[config.mk]
export PLATFORM = sky130hd
export DESIGN_NAME = lsm_limit_switch_monitor
export DESIGN_NICKNAME = d
export VERILOG_FILES = /design/src/rtl/lsm_limit_switch_monitor.v
export VERILOG_INCLUDE_DIRS = /design/src /design/src/rtl
export SDC_FILE = /design/constraint.sdc
export NUM_CORES = 1
export LEC_CHECK = 0
export ABC_AREA = 0
export BUFFER_PORTS_ARGS = -buffer_cell sky130_fd_sc_hd__buf_2
export CORE_MARGIN = 4
export CORE_UTILIZATION = 49
export DETAILED_ROUTE_END_ITERATION = 10
export MAX_ROUTING_LAYER = met4
export PLACE_DENSITY = 0.76
export SKIP_CTS_REPAIR_TIMING = 1
export SLEW_MARGIN = 5
export SYNTH_ARGS = -nofsm -noshare
export SYNTH_HDL_FRONTEND = slang
export SYNTH_SLANG_ARGS = --single-unit
[constraint.sdc]
create_clock -name clk -period 2 [get_ports clk]
set_input_delay 0.1 -clock clk [delete_from_list [all_inputs] [get_ports clk]]
set_output_delay 0.1 -clock clk [all_outputs]
set_load 0.005 [all_outputs]
[src/rtl/lsm_defs.vh]
// constants of the limit switch monitor: parameter offsets, field codes, reset values
// assumes inclusion by the monitor module only
`ifndef LSM_DEFS_VH
`define LSM_DEFS_VH

// ************************************************
// parameter offsets
// ************************************************
`define LSM_OFS_NEG_EVAL      16'h061E
`define LSM_OFS_POS_EVAL      16'h0620
`define LSM_OFS_SUPPRESS      16'h064A
`define LSM_OFS_DIRECT_OUT    16'h0822

// ************************************************
// reset values
// ************************************************
`define LSM_RST_NEG_EVAL      16'h0001
`define LSM_RST_POS_EVAL      16'h0001
`define LSM_RST_SUPPRESS      16'h0000
`define LSM_RST_DIRECT_OUT    16'h0000

// ************************************************
// evaluation codes
// ************************************************
`define LSM_EVAL_INACTIVE     16'h0000
`define LSM_EVAL_NC           16'h0001
`define LSM_EVAL_NO           16'h0002

// ************************************************
// suppression field positions
// ************************************************
`define LSM_SUP_POS_BIT       0
`define LSM_SUP_NEG_BIT       1

// ************************************************
// quick stop reaction codes
// ************************************************
`define LSM_QS_TORQUE_FAULT   16'hFFFE
`define LSM_QS_DECEL_FAULT    16'hFFFF
`define LSM_QS_DECEL_HOLD     16'h0006
`define LSM_QS_TORQUE_HOLD    16'h0007

// ************************************************
// error class
// ************************************************
`define LSM_ERR_CLASS_LIMIT   2'h1
`define LSM_ERR_CLASS_NONE    2'h0

// ************************************************
// timing counts
// ************************************************
`define LSM_PIN_SETTLE        2'h2

`endif

[src/rtl/lsm_limit_switch_monitor.v]
// hardware limit switch monitor with quick stop request and direct digital outputs
// assumes limit contacts arrive asynchronously; all other inputs come from logic on clk
`timescale 1ns/1ps
`include "lsm_defs.vh"

// ************************************************
// Overview of operation
// - writes only reach free-use assigned outputs
// - sixteen bit output word, bit 0 first
// - tripped limit during movement issues quick stop
// - limit trip records class-1 error
// - error latched until fault reset clears it
// - after trip only opposite direction allowed
// - motion toward tripped switch raises new error
// - positive evaluation: 0 off, 1 NC, 2 NO
// - negative evaluation: 0 off, 1 NC, 2 NO
// - evaluation writes only with power stage off
// - suppression: 0 none, 1 pos, 2 neg, 3 both
// - suppression write takes effect at once
// - suppressed switch gives no trip; a side blocked earlier still errors on motion toward it
// - quick stop follows selected reaction setting
// - reaction codes -2, -1, 6, 7 decoded
// ************************************************

module lsm_limit_switch_monitor #(
    parameter OUT_COUNT = 16
) (
    input  wire                 clk,
    input  wire                 srst,
    input  wire                 posLimitInput,
    input  wire                 negLimitInput,
    input  wire                 posLimitAssigned,
    input  wire                 negLimitAssigned,
    input  wire [OUT_COUNT-1:0] outputFreeUse,
    input  wire                 powerStageEnable,
    input  wire                 moveCmdPos,
    input  wire                 moveCmdNeg,
    input  wire                 faultReset,
    input  wire [15:0]          quickstopReactionCode,
    input  wire                 parWrite,
    input  wire                 parRead,
    input  wire [15:0]          parAddr,
    input  wire [15:0]          parWrData,
    output reg  [15:0]          parRdData,
    output reg                  parAck,
    output reg                  parRefused,
    output reg  [OUT_COUNT-1:0] digitalOut,
    output reg                  quickStopReq,
    output reg                  stopTorqueRamp,
    output reg                  stopToFault,
    output reg                  errorActive,
    output reg  [1:0]           errorClass,
    output reg                  errorEvent,
    output reg                  posBlocked,
    output reg                  negBlocked
);

// ************************************************
// helper functions
// ************************************************
    function tripOf;
        input [15:0] evalCode;
        input        level;
        begin
            case (evalCode)
                `LSM_EVAL_NC: tripOf = ~level;
                `LSM_EVAL_NO: tripOf = level;
                default:      tripOf = 1'b0;
            endcase
        end
    endfunction

    function [1:0] reactionOf;  // {torque, fault}
        input [15:0] code;
        begin
            case (code)
                `LSM_QS_TORQUE_FAULT: reactionOf = 2'h3;
                `LSM_QS_DECEL_FAULT:  reactionOf = 2'h1;
                `LSM_QS_DECEL_HOLD:   reactionOf = 2'h0;
                `LSM_QS_TORQUE_HOLD:  reactionOf = 2'h2;
                default:              reactionOf = 2'h2;
            endcase
        end
    endfunction

// ************************************************
// pin synchronisers
// ************************************************
    reg        posMeta;
    reg        posSync;
    reg        negMeta;
    reg        negSync;

    always @(posedge clk) begin
        if (srst) begin
            posMeta <= 1'b0;
            posSync <= 1'b0;
            negMeta <= 1'b0;
            negSync <= 1'b0;
        end else begin
            posMeta <= posLimitInput;
            posSync <= posMeta;
            negMeta <= negLimitInput;
            negSync <= negMeta;
        end
    end

// ************************************************
// pin settle window
// ************************************************
    // synchronisers leave reset at 0, a false trip for a closed contact
    reg [1:0]  pinSettle;
    wire       pinsValid = (pinSettle == `LSM_PIN_SETTLE);

    always @(posedge clk) begin
        if (srst) begin
            pinSettle <= 2'h0;
        end else if (!pinsValid) begin
            pinSettle <= pinSettle + 2'h1;
        end
    end

// ************************************************
// parameter registers
// ************************************************
    localparam [15:0] RST_OUT_WORD = `LSM_RST_DIRECT_OUT;

    reg [15:0] posEval;
    reg [15:0] negEval;
    reg [15:0] posEvalActive;
    reg [15:0] negEvalActive;
    reg [15:0] suppress;
    reg        powerPrev;

    wire       evalAddr   = (parAddr == `LSM_OFS_POS_EVAL) || (parAddr == `LSM_OFS_NEG_EVAL);
    wire       evalLocked = parWrite && evalAddr && powerStageEnable;
    wire       wrOk       = parWrite && !evalLocked;
    wire       powerRise  = powerStageEnable && !powerPrev;
    wire [OUT_COUNT-1:0] wrBits = parWrData[OUT_COUNT-1:0];

    always @(posedge clk) begin
        if (srst) begin
            posEval <= `LSM_RST_POS_EVAL;
            negEval <= `LSM_RST_NEG_EVAL;
        end else begin
            if (wrOk && parAddr == `LSM_OFS_POS_EVAL) begin
                posEval <= parWrData;
            end
            if (wrOk && parAddr == `LSM_OFS_NEG_EVAL) begin
                negEval <= parWrData;
            end
        end
    end

// ************************************************
// power stage enable edge
// ************************************************
    always @(posedge clk) begin
        if (srst) begin
            posEvalActive <= `LSM_RST_POS_EVAL;
            negEvalActive <= `LSM_RST_NEG_EVAL;
            powerPrev     <= 1'b0;
        end else begin
            powerPrev <= powerStageEnable;
            if (powerRise) begin
                posEvalActive <= posEval;
                negEvalActive <= negEval;
            end
        end
    end

    // a fresh enable applies the written codes in its own cycle
    wire [15:0] posEvalUse = powerRise ? posEval : posEvalActive;
    wire [15:0] negEvalUse = powerRise ? negEval : negEvalActive;

// ************************************************
// suppression
// ************************************************
    always @(posedge clk) begin
        if (srst) begin
            suppress <= `LSM_RST_SUPPRESS;
        end else if (wrOk && parAddr == `LSM_OFS_SUPPRESS) begin
            suppress <= parWrData;
        end
    end

// ************************************************
// direct outputs
// ************************************************
    always @(posedge clk) begin
        if (srst) begin
            digitalOut <= RST_OUT_WORD[OUT_COUNT-1:0];
        end else if (wrOk && parAddr == `LSM_OFS_DIRECT_OUT) begin
            digitalOut <= (digitalOut & ~outputFreeUse) | (wrBits & outputFreeUse);
        end
    end

// ************************************************
// parameter read and acknowledge
// ************************************************
    reg [15:0] next_parRdData;

    always @* begin
        next_parRdData = 16'h0000;
        case (parAddr)
            `LSM_OFS_POS_EVAL:   next_parRdData = posEval;
            `LSM_OFS_NEG_EVAL:   next_parRdData = negEval;
            `LSM_OFS_SUPPRESS:   next_parRdData = suppress;
            `LSM_OFS_DIRECT_OUT: next_parRdData[OUT_COUNT-1:0] = digitalOut;
            default:             next_parRdData = 16'h0000;
        endcase
    end

    always @(posedge clk) begin
        if (srst) begin
            parRdData  <= 16'h0000;
            parAck     <= 1'b0;
            parRefused <= 1'b0;
        end else begin
            parAck     <= parWrite || parRead;
            parRefused <= evalLocked;
            if (parRead) begin
                parRdData <= next_parRdData;
            end
        end
    end

// ************************************************
// trip evaluation
// ************************************************
    wire posSup  = suppress[`LSM_SUP_POS_BIT];
    wire negSup  = suppress[`LSM_SUP_NEG_BIT];
    wire posTrip = pinsValid && posLimitAssigned && !posSup && tripOf(posEvalUse, posSync);
    wire negTrip = pinsValid && negLimitAssigned && !negSup && tripOf(negEvalUse, negSync);
    wire moving  = powerStageEnable && (moveCmdPos || moveCmdNeg);

    // a fresh trip while moving, or motion toward a blocked side
    wire posFresh  = posTrip && !posBlocked && moving;
    wire negFresh  = negTrip && !negBlocked && moving;
    wire posToward = posBlocked && moveCmdPos;
    wire negToward = negBlocked && moveCmdNeg;
    wire posCause  = posFresh || posToward;
    wire negCause  = negFresh || negToward;
    wire anyCause = posCause || negCause;
    wire [1:0] reaction = reactionOf(quickstopReactionCode);

// ************************************************
// error and quick stop
// ************************************************
    always @(posedge clk) begin
        if (srst) begin
            errorActive <= 1'b0;
            errorClass  <= `LSM_ERR_CLASS_NONE;
            errorEvent  <= 1'b0;
        end else begin
            errorEvent <= anyCause;
            if (anyCause) begin
                errorActive <= 1'b1;
                errorClass  <= `LSM_ERR_CLASS_LIMIT;
            end else if (faultReset) begin
                errorActive <= 1'b0;
                errorClass  <= `LSM_ERR_CLASS_NONE;
            end
        end
    end

    // ramp and end state follow the code in force at the trip
    always @(posedge clk) begin
        if (srst) begin
            quickStopReq   <= 1'b0;
            stopTorqueRamp <= 1'b0;
            stopToFault    <= 1'b0;
        end else if (anyCause) begin
            quickStopReq   <= 1'b1;
            stopTorqueRamp <= reaction[1];
            stopToFault    <= reaction[0];
        end else if (faultReset) begin
            quickStopReq <= 1'b0;
        end
    end

// ************************************************
// direction blocking
// ************************************************
    always @(posedge clk) begin
        if (srst) begin
            posBlocked <= 1'b0;
            negBlocked <= 1'b0;
        end else begin
            if (posCause) begin
                posBlocked <= 1'b1;
            end else if (!posTrip && !errorActive) begin
                posBlocked <= 1'b0;
            end
            if (negCause) begin
                negBlocked <= 1'b1;
            end else if (!negTrip && !errorActive) begin
                negBlocked <= 1'b0;
            end
        end
    end

endmodule // lsm_limit_switch_monitor

-- Word-level counts from Yosys, hierarchy flattened
Cells that the tools add are included.
- register bits: 128
- bits of input ports: 76
- logic and storage cells: 96
- $add $sub $neg: 1
- equality and inequality tests: 12
- muxes and demuxes: 14
- bitwise operators: 6
- reduce and logical (&&, ||, !) cells: 41
- operators by type and width (kind ; count):
    $pmux 16 s4 ; 1
    $eq 16x11->1 const B ; 3
    $and 16x16->16 ; 2
    $eq 16x1->1 const B ; 2
    $eq 16x16->1 const B ; 2
    $eq 16x2->1 const B ; 2
    $mux 16 ; 2
    $logic_and 1x1->1 ; 23
    $eq 16x12->1 const B ; 1
    $eq 16x3->1 const B ; 1
    $not 16->16 ; 1
    $or 16x16->16 ; 1
    $logic_not 1->1 ; 9
    $mux 1 ; 8
    $logic_or 1x1->1 ; 6
    $pmux 2 s3 ; 1
    $reduce_bool 2->1 ; 3
    $pmux 1 s2 ; 2
    $add 2x1->2 const B ; 1
    $eq 2x2->1 const B ; 1
    $not 1->1 ; 2

-- Depth between registers and ports, before layout
Gate-level depths: netlist (run 1).
- depth after elaboration: 11
- mapped depth: 9

-- Worst setup path before layout (run 1)
OpenSTA, ideal clock, no wires.
- path type: register to register
- from: register powerPrev
- to: register stopTorqueRamp
- library setup time: 0.121 ns
- arrival: 1.813 ns
- data required time: 1.879 ns
- path slack: 0.066 ns
- cell stages (with the launch flop): 8
- path buffers: 1
- clock period less this slack: 1.934 ns
- cell sequence: dfxtp_1 > nand2b_1 > clkbuf_1 > nand4_1 > a2111oi_0 > nand3_1 > and3_1 > mux2_2
- cells in the longest elaborated chain, start to end: 10
- elaborated cells between the ends (all ways): 19
- RTL lines (what ; line ; text):
    start: declaration ; lsm_limit_switch_monitor.v:133 ; reg powerPrev;
    start signal: assignment ; lsm_limit_switch_monitor.v:164 ; powerPrev <= powerStageEnable;
    $logic_not 1->1 * ; lsm_limit_switch_monitor.v:138 ; wire powerRise = powerStageEnable && !powerPrev;
    $logic_and 1x1->1 * ; lsm_limit_switch_monitor.v:138 ;
    $mux 16 ; n/a ;
    $eq 16x2->1 / $eq 16x1->1 (equally long branches) ; lsm_limit_switch_monitor.v:65 ; case (evalCode)
    $pmux 1 s2 ; lsm_limit_switch_monitor.v:65 ;
    $logic_and 1x1->1, on equally long branches ; lsm_limit_switch_monitor.v:233, lsm_limit_switch_monitor.v:234 ;
    $logic_and 1x1->1, on equally long branches (2 in a row) ; lsm_limit_switch_monitor.v:238, lsm_limit_switch_monitor.v:239 ;
    $logic_or 1x1->1, on equally long branches ; lsm_limit_switch_monitor.v:242, lsm_limit_switch_monitor.v:243 ;
    $logic_or 1x1->1 * ; lsm_limit_switch_monitor.v:244 ; wire anyCause = posCause || negCause;
    end signal: assignment ; lsm_limit_switch_monitor.v:275 ; stopTorqueRamp <= reaction[1];
    end: declaration ; lsm_limit_switch_monitor.v:49 ; output reg stopTorqueRamp,
Mark *: on every way between the ends. The rest lies on a longest branch, timed or not.
A chain may end at the register's enable or synchronous reset.

-- Worst setup path after layout (run 1)
- from: register negEval[13]
- to: register stopTorqueRamp
- cells in the longest elaborated chain, start to end: 8
- elaborated cells between the ends (all ways): 9
- RTL lines (what ; line ; text):
    start: declaration ; lsm_limit_switch_monitor.v:129 ; reg [15:0] negEval;
    start signal: assignment ; lsm_limit_switch_monitor.v:144 ; negEval <= `LSM_RST_NEG_EVAL;
    start signal: assignment ; lsm_limit_switch_monitor.v:150 ; negEval <= parWrData;
    $mux 16 * ; n/a ;
    $eq 16x2->1 / $eq 16x1->1 (equally long branches) ; lsm_limit_switch_monitor.v:65 ;
    $pmux 1 s2 * ; lsm_limit_switch_monitor.v:65 ;
    $logic_and 1x1->1 * ; lsm_limit_switch_monitor.v:234 ; wire negTrip = pinsValid && negLimitAssigned && !negSup && tripOf(negEvalUse, negSync);
    $logic_and 1x1->1 * (2 in a row) ; lsm_limit_switch_monitor.v:239 ; wire negFresh = negTrip && !negBlocked && moving;
    $logic_or 1x1->1 * ; lsm_limit_switch_monitor.v:243 ; wire negCause = negFresh || negToward;
    $logic_or 1x1->1 * ; lsm_limit_switch_monitor.v:244 ;
Marks and branches as above.

==> impl_results.md, run 1 <==
* Crit-path cells: nor4_2, nand4_1, a2111oi_2, buf_4, nand3_2, and3_4, mux2_2
* Final hold viol count at 1
* Tightest Hold Check Type: input pin to flop
* Post-synth ARST share at 0
* Count of inserted antenna diode cells at 0
* Synth cell types at ~50
* Leakage power at 3.08 nW
* R2R depth at 7
* Netlist Area Pre-Place at 5340 um2
* CTS clk-pin slew, worst paths at ~0.06 ns
* Die area at 12600 um2
* Root buf cell: clkbuf_8
* Clk_skew at around 0.0066 ns
* First DRT Iteration DRCs at 559
* Fin worst setup slack at -0.0171 ns
* Slowest CP cell: a2111oi_2
* Total Power at 5.87 mW
* Startpoint types: flop
* Synth top area share at 0.476
* Syn nets at about 730
* Non-Filler Instances at around 990
* Final period util at 1.01
* Top Ports at about 120
* Reg2Reg Setup Slack at -0.02 ns
* WL/cell at 17.4 um
* Slew @ Worst Pin at slightly below 0.6 ns
* GRT Total Usage at 0.264
* Crit path arrival time at 2.43 ns
* Syn Inst Count at 657
* Drc violations at 0
* Post-route minimum period at 2.02 ns
* Vias in the first global route at 5393
* Synthesis Warnings at 0
* DIE HEIGHT at 112 um
* Worst rel slew slack at 0.610
* Area Growth Syn to Fin at 38.5%
* H-Tree Depth at 4
* Total CTS buffers at 17
* Crit. Startpoint: negEval[13]
* CP Depth at 7
* Final setup TNS at -0.0171 ns
* Status: complete, but fails checks
* CTS tree: built
* Final ANT Viol Nets at 0
* Hold Startpoint: quickstopReactionCode[2]
* Top_reg_cell synth: dfxtp_1
* Avg Inst Size Synth at 8.13 um2
* Required @ worst endpoint at 2.41 ns
* Routability cong. at roughly 0.90
* Global-route wire length before repair at between 20000 and 30000 um
* Effective utilization at floorplan at 0.510
* Via count at 5647
* Hold slack at -0.00111 ns
* Most frequent cells in the layout: nand2_1, dfxtp_1, buf_2
* Clock Sinks at 127
* RSZ-0062 raised after global routing: yes
* Pwr/cell area at 793 nW/um2
* Family with the most delay on the worst path: simple AND/OR/NAND/NOR gates
* Seq cells post-synth at 127
* Fmax at between 0.4 and 0.5 GHz
* Num rows at 37
* R2r endpoint: stopTorqueRamp
* CP max stage delay at 0.41 ns
* Port Buffer Count at 117
* Dpl cells at 917
* Final core occ at 0.707
* Skew-Pair Late Insertion Delay at 0.53 ns
* R2R Path Start: negEval[13]
* DR pass1 iterations at 5
* Critical path fanouts, max at 2
* Crit path kind: flop to flop
* Vias per cell at ~5.7
* Longest Clk Path Bufs at 2
* IR drop worst, VDD at 0.000522 V
* Slew Limit Fails at 0
* Worst Setup EP: stopTorqueRamp
* Largest cells by area after synthesis: dfxtp_1, nand2_1, a21oi_1
* Nets at a little over 900
* Antenna violations before repair at 0
* Worst setup EP type: flop
* Layout cells sized above 1 at 0.264
* Pin count of the biggest net entering global routing at 52
* Sequential area share after synthesis at 0.476
* Yosys top cell by area: dfxtp_1
* Total Wirelength at 17200 um
* Violated checks: hold timing, setup timing
* Most common cell after layout, fill and taps aside: nand2_1
* Total core area at about 10000 um2
* EDFF count, synth at 0
* Max Cap Viol at 0
* GRT overflow at 0
* HPWL Detailed at roughly 11000 um
* Worst Path Buf+Inv at 1
* Final Setup Violations at 1
* Die Width at 112 um
## worst min path at each step
| stage | slack (ns) | endpoint | depth (start not counted) |
|---|---|---|---|
| 3_3_place_gp | 0.31 | negMeta | 2 |
| 4_1_cts | -0.23 | negMeta | 2 |
| 2_1_floorplan | 0.22 | posEval[0] | 2 |
| 5_1_grt | 0.001 | stopToFault | 5 |
| 3_5_place_dp | 0.32 | negMeta | 2 |
| 6_report | -0.001 | stopToFault | 5 |
## layout make-up
class / count / area [um2]
multi-input combinational: 477 / 2600
clock inverter: 7 / 62.6
inverter: 5 / 18.8
fill: 797 / 3070
sequential: 127 / 2540
tap: 136 / 170
timing repair buffer: 215 / 1530
clock buffer: 24 / 460
## synth_stat cells, types with 2 or more instances
cell,n
and3b_1,3
nor4_2,2
mux2_2,2
dfxtp_1,127
clkbuf_2,2
nor2b_1,7
mux2i_1,18
nor3_1,7
a21oi_1,81
o32ai_1,2
buf_1,4
nand2_1,181
nand3_1,6
nor2_1,48
and2_1,2
nor3_2,10
nand2b_1,3
clkbuf_1,22
inv_1,5
and3_1,20
a22oi_1,33
nor4_1,17
buf_4,6
nand3b_1,7
buf_2,12
buf_6,2
nand4_1,6
## kinds of logic (layout without fill, tap and decap cells)
| family | count (synthesis) | in the layout | synth area share |
|---|---|---|---|
| compound gates | 128 | 128 | 0.145 |
| xor+xnor | 1 | 1 | 0.00164 |
| fa+ha+maj | 1 | 1 | 0.00234 |
| buf+inv | 53 | 251 | 0.0476 |
| flops | 127 | 127 | 0.476 |
| mux | 20 | 20 | 0.0380 |
| other cells | 1 | 1 | 0.000702 |
| simple gates | 326 | 326 | 0.288 |
## metal layers
| layer | part of all wire | global-route usage | routed length [um] |
|---|---|---|---|
| met5 | 0 | - | 0 |
| met4 | 0.029 | 0.0986 | 497 |
| met3 | 0.083 | 0.0512 | 1430 |
| met2 | 0.49 | 0.437 | 8490 |
| met1 | 0.39 | 0.321 | 6790 |
## power breakdown
part	total, mW	switching, mW	internal, mW
Combinational	0.518	0.265	0.253
Sequential	2.60	0.0269	2.58
Clock	2.74	1.05	1.69
## per-stage QoR
step           cell area (um2)  setup WS [ns]
2_1_floorplan             5340         0.0662
3_3_place_gp              6370         -0.250
3_5_place_dp              6370         -0.227
4_1_cts                   6900         -0.207
5_1_grt                   7390        -0.0942
6_report                  7390        -0.0171
## worst reg2reg max path, cell delays in order, from the launching register on
cell and delay, ns:
dfxtp_2 0.32, nor4_2 0.31, nand4_1 0.17, a2111oi_2 0.41, buf_4 0.18, nand3_2 0.06, and3_4 0.18, mux2_2 0.27
Power figures use the tool's default switching activity.
==> run 2, diff against run 1 <==
CORE_ASPECT_RATIO = 1.75   (was default)
RECOVER_POWER = 25   (was default)
==> run 2 against run 1 <==
The run ends with setup timing left; fmax is 6.4% lower; register-to-register slack worse by 0.14 ns; power is 8.5% higher; count of clock-buffer cells in the layout is 7 lower; sequential power hardly changed; largest cell class unchanged; largest power group unchanged.
==> impl_results.md, run 2 (synthesis results as in run 1) <==
* Status: complete, but fails checks
* Violated checks: setup timing
* R2r endpoint: stopTorqueRamp
* Longest Clk Path Bufs at 2 (unchanged)
* Fin area at 7220 um2 (-2.4%)
* Final setup TNS at -0.541 ns (-0.524 ns)
* Critical path fanouts, max at 2 (unchanged)
* Clock Sinks at 127 (unchanged)
* Slew @ Worst Pin at 1.35 ns (+0.763 ns)
* Required @ worst endpoint at 2.30 ns (-0.11 ns)
* Comb pwr share at 0.072 (-0.016)
* Port Buffer Count at 117 (unchanged)
* Crit-path cells: nor4_4, buf_4, nand4_1, a2111oi_4, buf_4, nand3_1, and3_4, mux2_2
* Int Power at 4.88 mW (+7.9%)
* Vias per cell at 5.74 (+0.73%)
* CTS tree: built
* NetSw at 1.48 mW (+10%)
* Final hold viol count at 0 (-1)
* Clock Power Share at 0.519 (+0.051)
* Slowest CP cell: a2111oi_4
* HPWL Detailed at 11800 um (+3.3%)
* Layout cells sized above 1 at 0.255 (-0.00893)
* Root buf cell: clkbuf_16
* Total Wirelength at 16800 um (-2.4%)
* Worst Hold End: suppress[7]
* Fmax at 0.464 GHz (-6.4%)
* Final ANT Viol Nets at 0 (unchanged)
* GRT Total Usage at 0.268 (+0.00361)
* Final period util at 1.08 (+0.0688)
* Via count at 5533 (-2.0%)
* Total CTS buffers at 17 (unchanged)
* Worst Hold Depth at 3 (-2)
* Dpl cells at 914 (-0.33%)
* Drc violations at 0 (unchanged)
* H-Tree Depth at 4 (unchanged)
* CTS clk-pin slew, worst paths at 0.06 ns (about the same)
* R2R Path Start: negEval[8]
* Hold Startpoint: parWrData[7]
* IR drop worst, VDD at 0.000789 V (+51%)
* Leakage power at 2.96 nW (-4.1%)
* Pwr/cell area at 882 nW/um2 (+11%)
* Fin worst setup slack at -0.155 ns (-0.138 ns)
* Reg2Reg Setup Slack at -0.15 ns (-0.14 ns)
* Top Ports at 119 (unchanged)
* Crit path kind: flop to flop
* DP Area at 6380 um2 (about the same)
* Routability cong. at 0.934 (+4.2%)
* Effective utilization at floorplan at 0.499 (-0.0112)
* Slew Limit Fails at 0 (unchanged)
* Most common cell after layout, fill and taps aside: nand2_1
* GRT overflow at 0 (unchanged)
* Tightest Hold Check Type: input pin to flop
* Skew-Pair Late Insertion Delay at 0.42 ns (-0.11 ns)
* Worst rel slew slack at 0.101 (-0.508)
* Crit path arrival time at 2.46 ns (+0.03 ns)
* Worst setup EP type: flop
* Vias in the first global route at 5478 (+1.6%)
* Antenna violations before repair at 0 (unchanged)
* Most frequent cells in the layout: nand2_1, dfxtp_1, buf_2
* Global-route wire length before repair at 25700 um (-1.6%)
* Sw Share at 0.233 (+0.00391)
* RSZ-0062 raised after global routing: yes
* WL/cell at 17.4 um (+0.30%)
* Final Setup Violations at 4 (+3)
* Area Growth Syn to Fin at 35.2%
* DR pass1 iterations at 5 (unchanged)
* Seq pwr share at 0.409 (-0.035)
* Pre-CTS setup slack at -0.387 ns (-0.160 ns)
* Clk_skew at 0.00549 ns (-0.00116 ns)
* DIE HEIGHT at 146 um (+30%)
* Hold slack at 0.000990 ns (+0.00210 ns)
* Max Cap Viol at 0 (unchanged)
* Die Width at 86.9 um (-23%)
* Num rows at 50 (+35%)
* Nets at 898 (-2.4%)
* Total core area at 10700 um2 (+2.2%)
* Post-route minimum period at 2.15 ns (+0.138 ns)
* Die area at 12700 um2 (+0.52%)
* Pin count of the biggest net entering global routing at 61 (+17%)
* Startpoint types: flop
* CP max stage delay at 0.43 ns (+0.02 ns)
* Non-Filler Instances at 964 (-2.7%)
* First DRT Iteration DRCs at 386 (-31%)
* R2R depth at 8 (+1)
* Cell mode on critical path: buf_4
* Count of inserted antenna diode cells at 0 (unchanged)
## run 2: cell types whose count changed in the layout (fill, tap and decap cells not counted), sizes merged
cell         change
dlygate4sd3     -25
clkinv           +1
clkbuf          +10
inv              +3
clkinvlp         +1
bufinv           +3
buf             -14
## run 2: final cells by class
cell class / instances / area, um2
Clock buffer: 17 / 425
Clock inverter: 15 / 210
Fill cell: 837 / 3480
Inverter: 5 / 18.8
Multi-Input combinational cell: 477 / 2590
Sequential cell: 127 / 2540
Tap cell: 130 / 163
Timing Repair Buffer: 193 / 1260
## run 2: worst max-delay path: cells and delay by family (launching register included)
kind | cells | cell delay, ns
compound gates | 1 | 0.43
buf+inv | 2 | 0.32
flops | 1 | 0.34
mux | 1 | 0.25
simple gates | 4 | 0.71
## run 2: stage by stage
step                      power (mW)   util
after floorplan                 2.88      -
after global placement          3.05  0.596
after detailed placement        3.07  0.596
after CTS                       6.35  0.656
after global routing            6.54  0.675
final                           6.36  0.675
## run 2: worst max path at each step
stage | startpoint | to | cells past startpoint
final | negEval[8] | stopTorqueRamp | 8
after global routing | negEval[8] | stopTorqueRamp | 8
after CTS | negEval[4] | stopTorqueRamp | 8
after detailed placement | negEval[9] | stopTorqueRamp | 8
after global placement | negEval[4] | stopTorqueRamp | 8
after floorplan | powerPrev | stopTorqueRamp | 7
## run 2: layer usage
metal	part of all wire	up-vias	GRT usage	wire length, um
li1	-	2586	-	-
met1	0.34	2578	0.258	5720
met2	0.54	299	0.468	9100
met3	0.062	70	0.0570	1050
met4	0.055	0	0.172	919
met5	0	-	-	0
## run 2: power by group through the flow
stage	combinational (mW)	sequential, mW	clock, mW
floorplan	0.227	2.65	0
global placement	0.397	2.65	0
detailed placement	0.410	2.66	0
CTS	0.422	2.60	3.33
global route	0.502	2.61	3.43
finish	0.459	2.60	3.30
==> run 3, diff against run 2 <==
GPL_TIMING_DRIVEN = 0   (was default)
==> run 3 against run 2 <==
The run still ends with setup timing left; routed wire length rose by 0.54%; largest cell class unchanged; register-to-register slack improved by 0.14 ns; count of clock-buffer cells in the layout increased by 2; design area shrank 4.2%.
==> impl_results.md, run 3 (synthesis results as in run 1) <==
* DR pass1 iterations at 7 (+2)
* Routability cong. at 0.948 (+1.5%)
* Slowest CP cell: a2111oi_4
* M1 wire length at 5840 um (+2.1%)
* Via count at 5495 (-0.69%)
* R2R Path Start: negEval[6]
* Skew-Pair Late Insertion Delay at 0.42 ns (about the same)
* Count of inserted antenna diode cells at 0 (unchanged)
* Violated checks: setup timing
* CP max stage delay at 0.46 ns (+0.03 ns)
* Critical path fanouts, max at 4 (+2)
* Vias in the first global route at 5312 (-3.0%)
* Met2 WL at 8920 um (-2.0%)
* Fmax at 0.497 GHz (+7.0%)
* Total core area at 10700 um2 (unchanged)
* Post-route minimum period at 2.01 ns (-0.141 ns)
* Total CTS buffers at 17 (unchanged)
* Worst setup EP type: flop
* Drc violations at 0 (unchanged)
* HPWL Detailed at 12300 um (+4.4%)
* Port Buffer Count at 115 (-1.7%)
* Hold slack at 0.0108 ns (+0.00980 ns)
* Final setup TNS at -0.0140 ns (+0.527 ns)
* First DRT Iteration DRCs at 457 (+18%)
* Die Width at 86.9 um (unchanged)
* Top Ports at 119 (unchanged)
* Pin count of the biggest net entering global routing at 17 (-72%)
* Num rows at 50 (unchanged)
* Vias per cell at 5.76 (+0.35%)
* Crit-path cells: nor4_2, nand4_1, a2111oi_4, nand3_1, and3_4, mux2_2
* Routed wl met3 at 1230 um (+18%)
* CTS clk-pin slew, worst paths at 0.06 ns (about the same)
* Pwr/cell area at 872 nW/um2 (-1.1%)
* Most common cell after layout, fill and taps aside: nand2_1
* R2R depth at 6 (-2)
* GRT overflow at 0 (unchanged)
* Hold Startpoint: outputFreeUse[11]
* Slew Limit Fails at 0 (unchanged)
* Tightest Hold Check Type: input pin to flop
* Effective utilization at floorplan at 0.499 (unchanged)
* Crit path kind: flop to flop
* Antenna violations before repair at 0 (unchanged)
* R2r endpoint: stopTorqueRamp
* Final ANT Viol Nets at 0 (unchanged)
* Dpl cells at 902 (-1.3%)
* Nets at 889 (-1.0%)
* Worst Path Buf+Inv at 0 (-2)
* Fin worst setup slack at -0.0140 ns (+0.141 ns)
* Required @ worst endpoint at 2.31 ns (about the same)
* Area Growth Syn to Fin at 29.4%
* Top Metal Used: met4
* WL/cell at 17.7 um (+1.6%)
* Crit path arrival time at 2.32 ns (-0.14 ns)
* Most frequent cells in the layout: nand2_1, dfxtp_1, buf_2
* H-Tree Depth at 4 (unchanged)
* Pre-CTS setup slack at -0.525 ns (-0.138 ns)
* Family with the most delay on the worst path: simple AND/OR/NAND/NOR gates
* Final period util at 1.01 (-0.0703)
* Non-Filler Instances at 954 (-1.0%)
* Max Cap Viol at 0 (unchanged)
* Layout cells sized above 1 at 0.225 (-0.0309)
* Worst Hold Depth at 4 (+1)
* Final hold viol count at 0 (unchanged)
* IR drop worst, VDD at 0.000753 V (-4.6%)
* Status: complete, but fails checks
* Slew @ Worst Pin at 0.639 ns (-0.710 ns)
* Startpoint types: flop
* GRT Total Usage at 0.267 (-0.00142)
* Longest Clk Path Bufs at 2 (unchanged)
* DIE HEIGHT at 146 um (unchanged)
* Total Wirelength at 16900 um (+0.54%)
* Root buf cell: clkbuf_16
* Leakage power at 2.75 nW (-6.9%)
* Final core occ at 0.646 (-0.0287)
* Reg2Reg Setup Slack at -0.01 ns (+0.14 ns)
* RSZ-0062 raised after global routing: yes
* Clk_skew at 0.00541 ns (-0.0000797 ns)
* Global-route wire length before repair at 25600 um (-0.32%)
* Die area at 12700 um2 (unchanged)
* Final Setup Violations at 1 (-3)
* Clock Sinks at 127 (unchanged)
* CTS tree: built
* Worst rel slew slack at 0.574 (+0.473)
==> run 3: worst reg2reg max path, delay by kind of cell (launching register included) <==
family	cells	cell delay, ns
and+or+nand+nor	4	0.78
AOI/OAI and AO/OA	1	0.46
DFF	1	0.39
muxes	1	0.27
==> run 3: worst max path at each step <==
| stage | startpoint | end | slack [ns] | cells after the start |
|---|---|---|---|---|
| after floorplan | powerPrev | stopTorqueRamp | 0.07 | 7 |
| after global placement | powerPrev | stopTorqueRamp | -0.48 | 7 |
| after detailed placement | powerPrev | stopTorqueRamp | -0.53 | 7 |
| after CTS | powerPrev | stopTorqueRamp | -0.57 | 7 |
| after global routing | powerPrev | stopTorqueRamp | -0.04 | 7 |
| final | negEval[6] | stopTorqueRamp | -0.01 | 6 |
==> run 3: cell type report <==
type	count	area, um2
repair buffers	139	781
fillers	914	3790
clock inverters	12	120
multi-input cells	477	2600
flip-flops and latches	127	2550
plain buffers	45	234
clock buffers	19	443
well taps	130	163
inverters	5	18.8
==> run 3: layer usage <==
metal	vias to the layer above	global-route usage
met5	-	-
met4	0	0.151
met3	74	0.0570
met2	281	0.468
met1	2570	0.263
li1	2570	-
==> run 3: where the power goes <==
| part | internal [mW] | switching (mW) |
|---|---|---|
| Clock | 1.84 | 1.11 |
| Combinational | 0.201 | 0.268 |
| Sequential | 2.58 | 0.0258 |
==> run 3: through the flow <==
step | cell area (um2) | power [mW]
floorplan | 5340 | 2.88
finish | 6910 | 6.02
global placement | 6080 | 3.06
detailed placement | 6080 | 3.08
global route | 6910 | 6.21
CTS | 6640 | 5.98
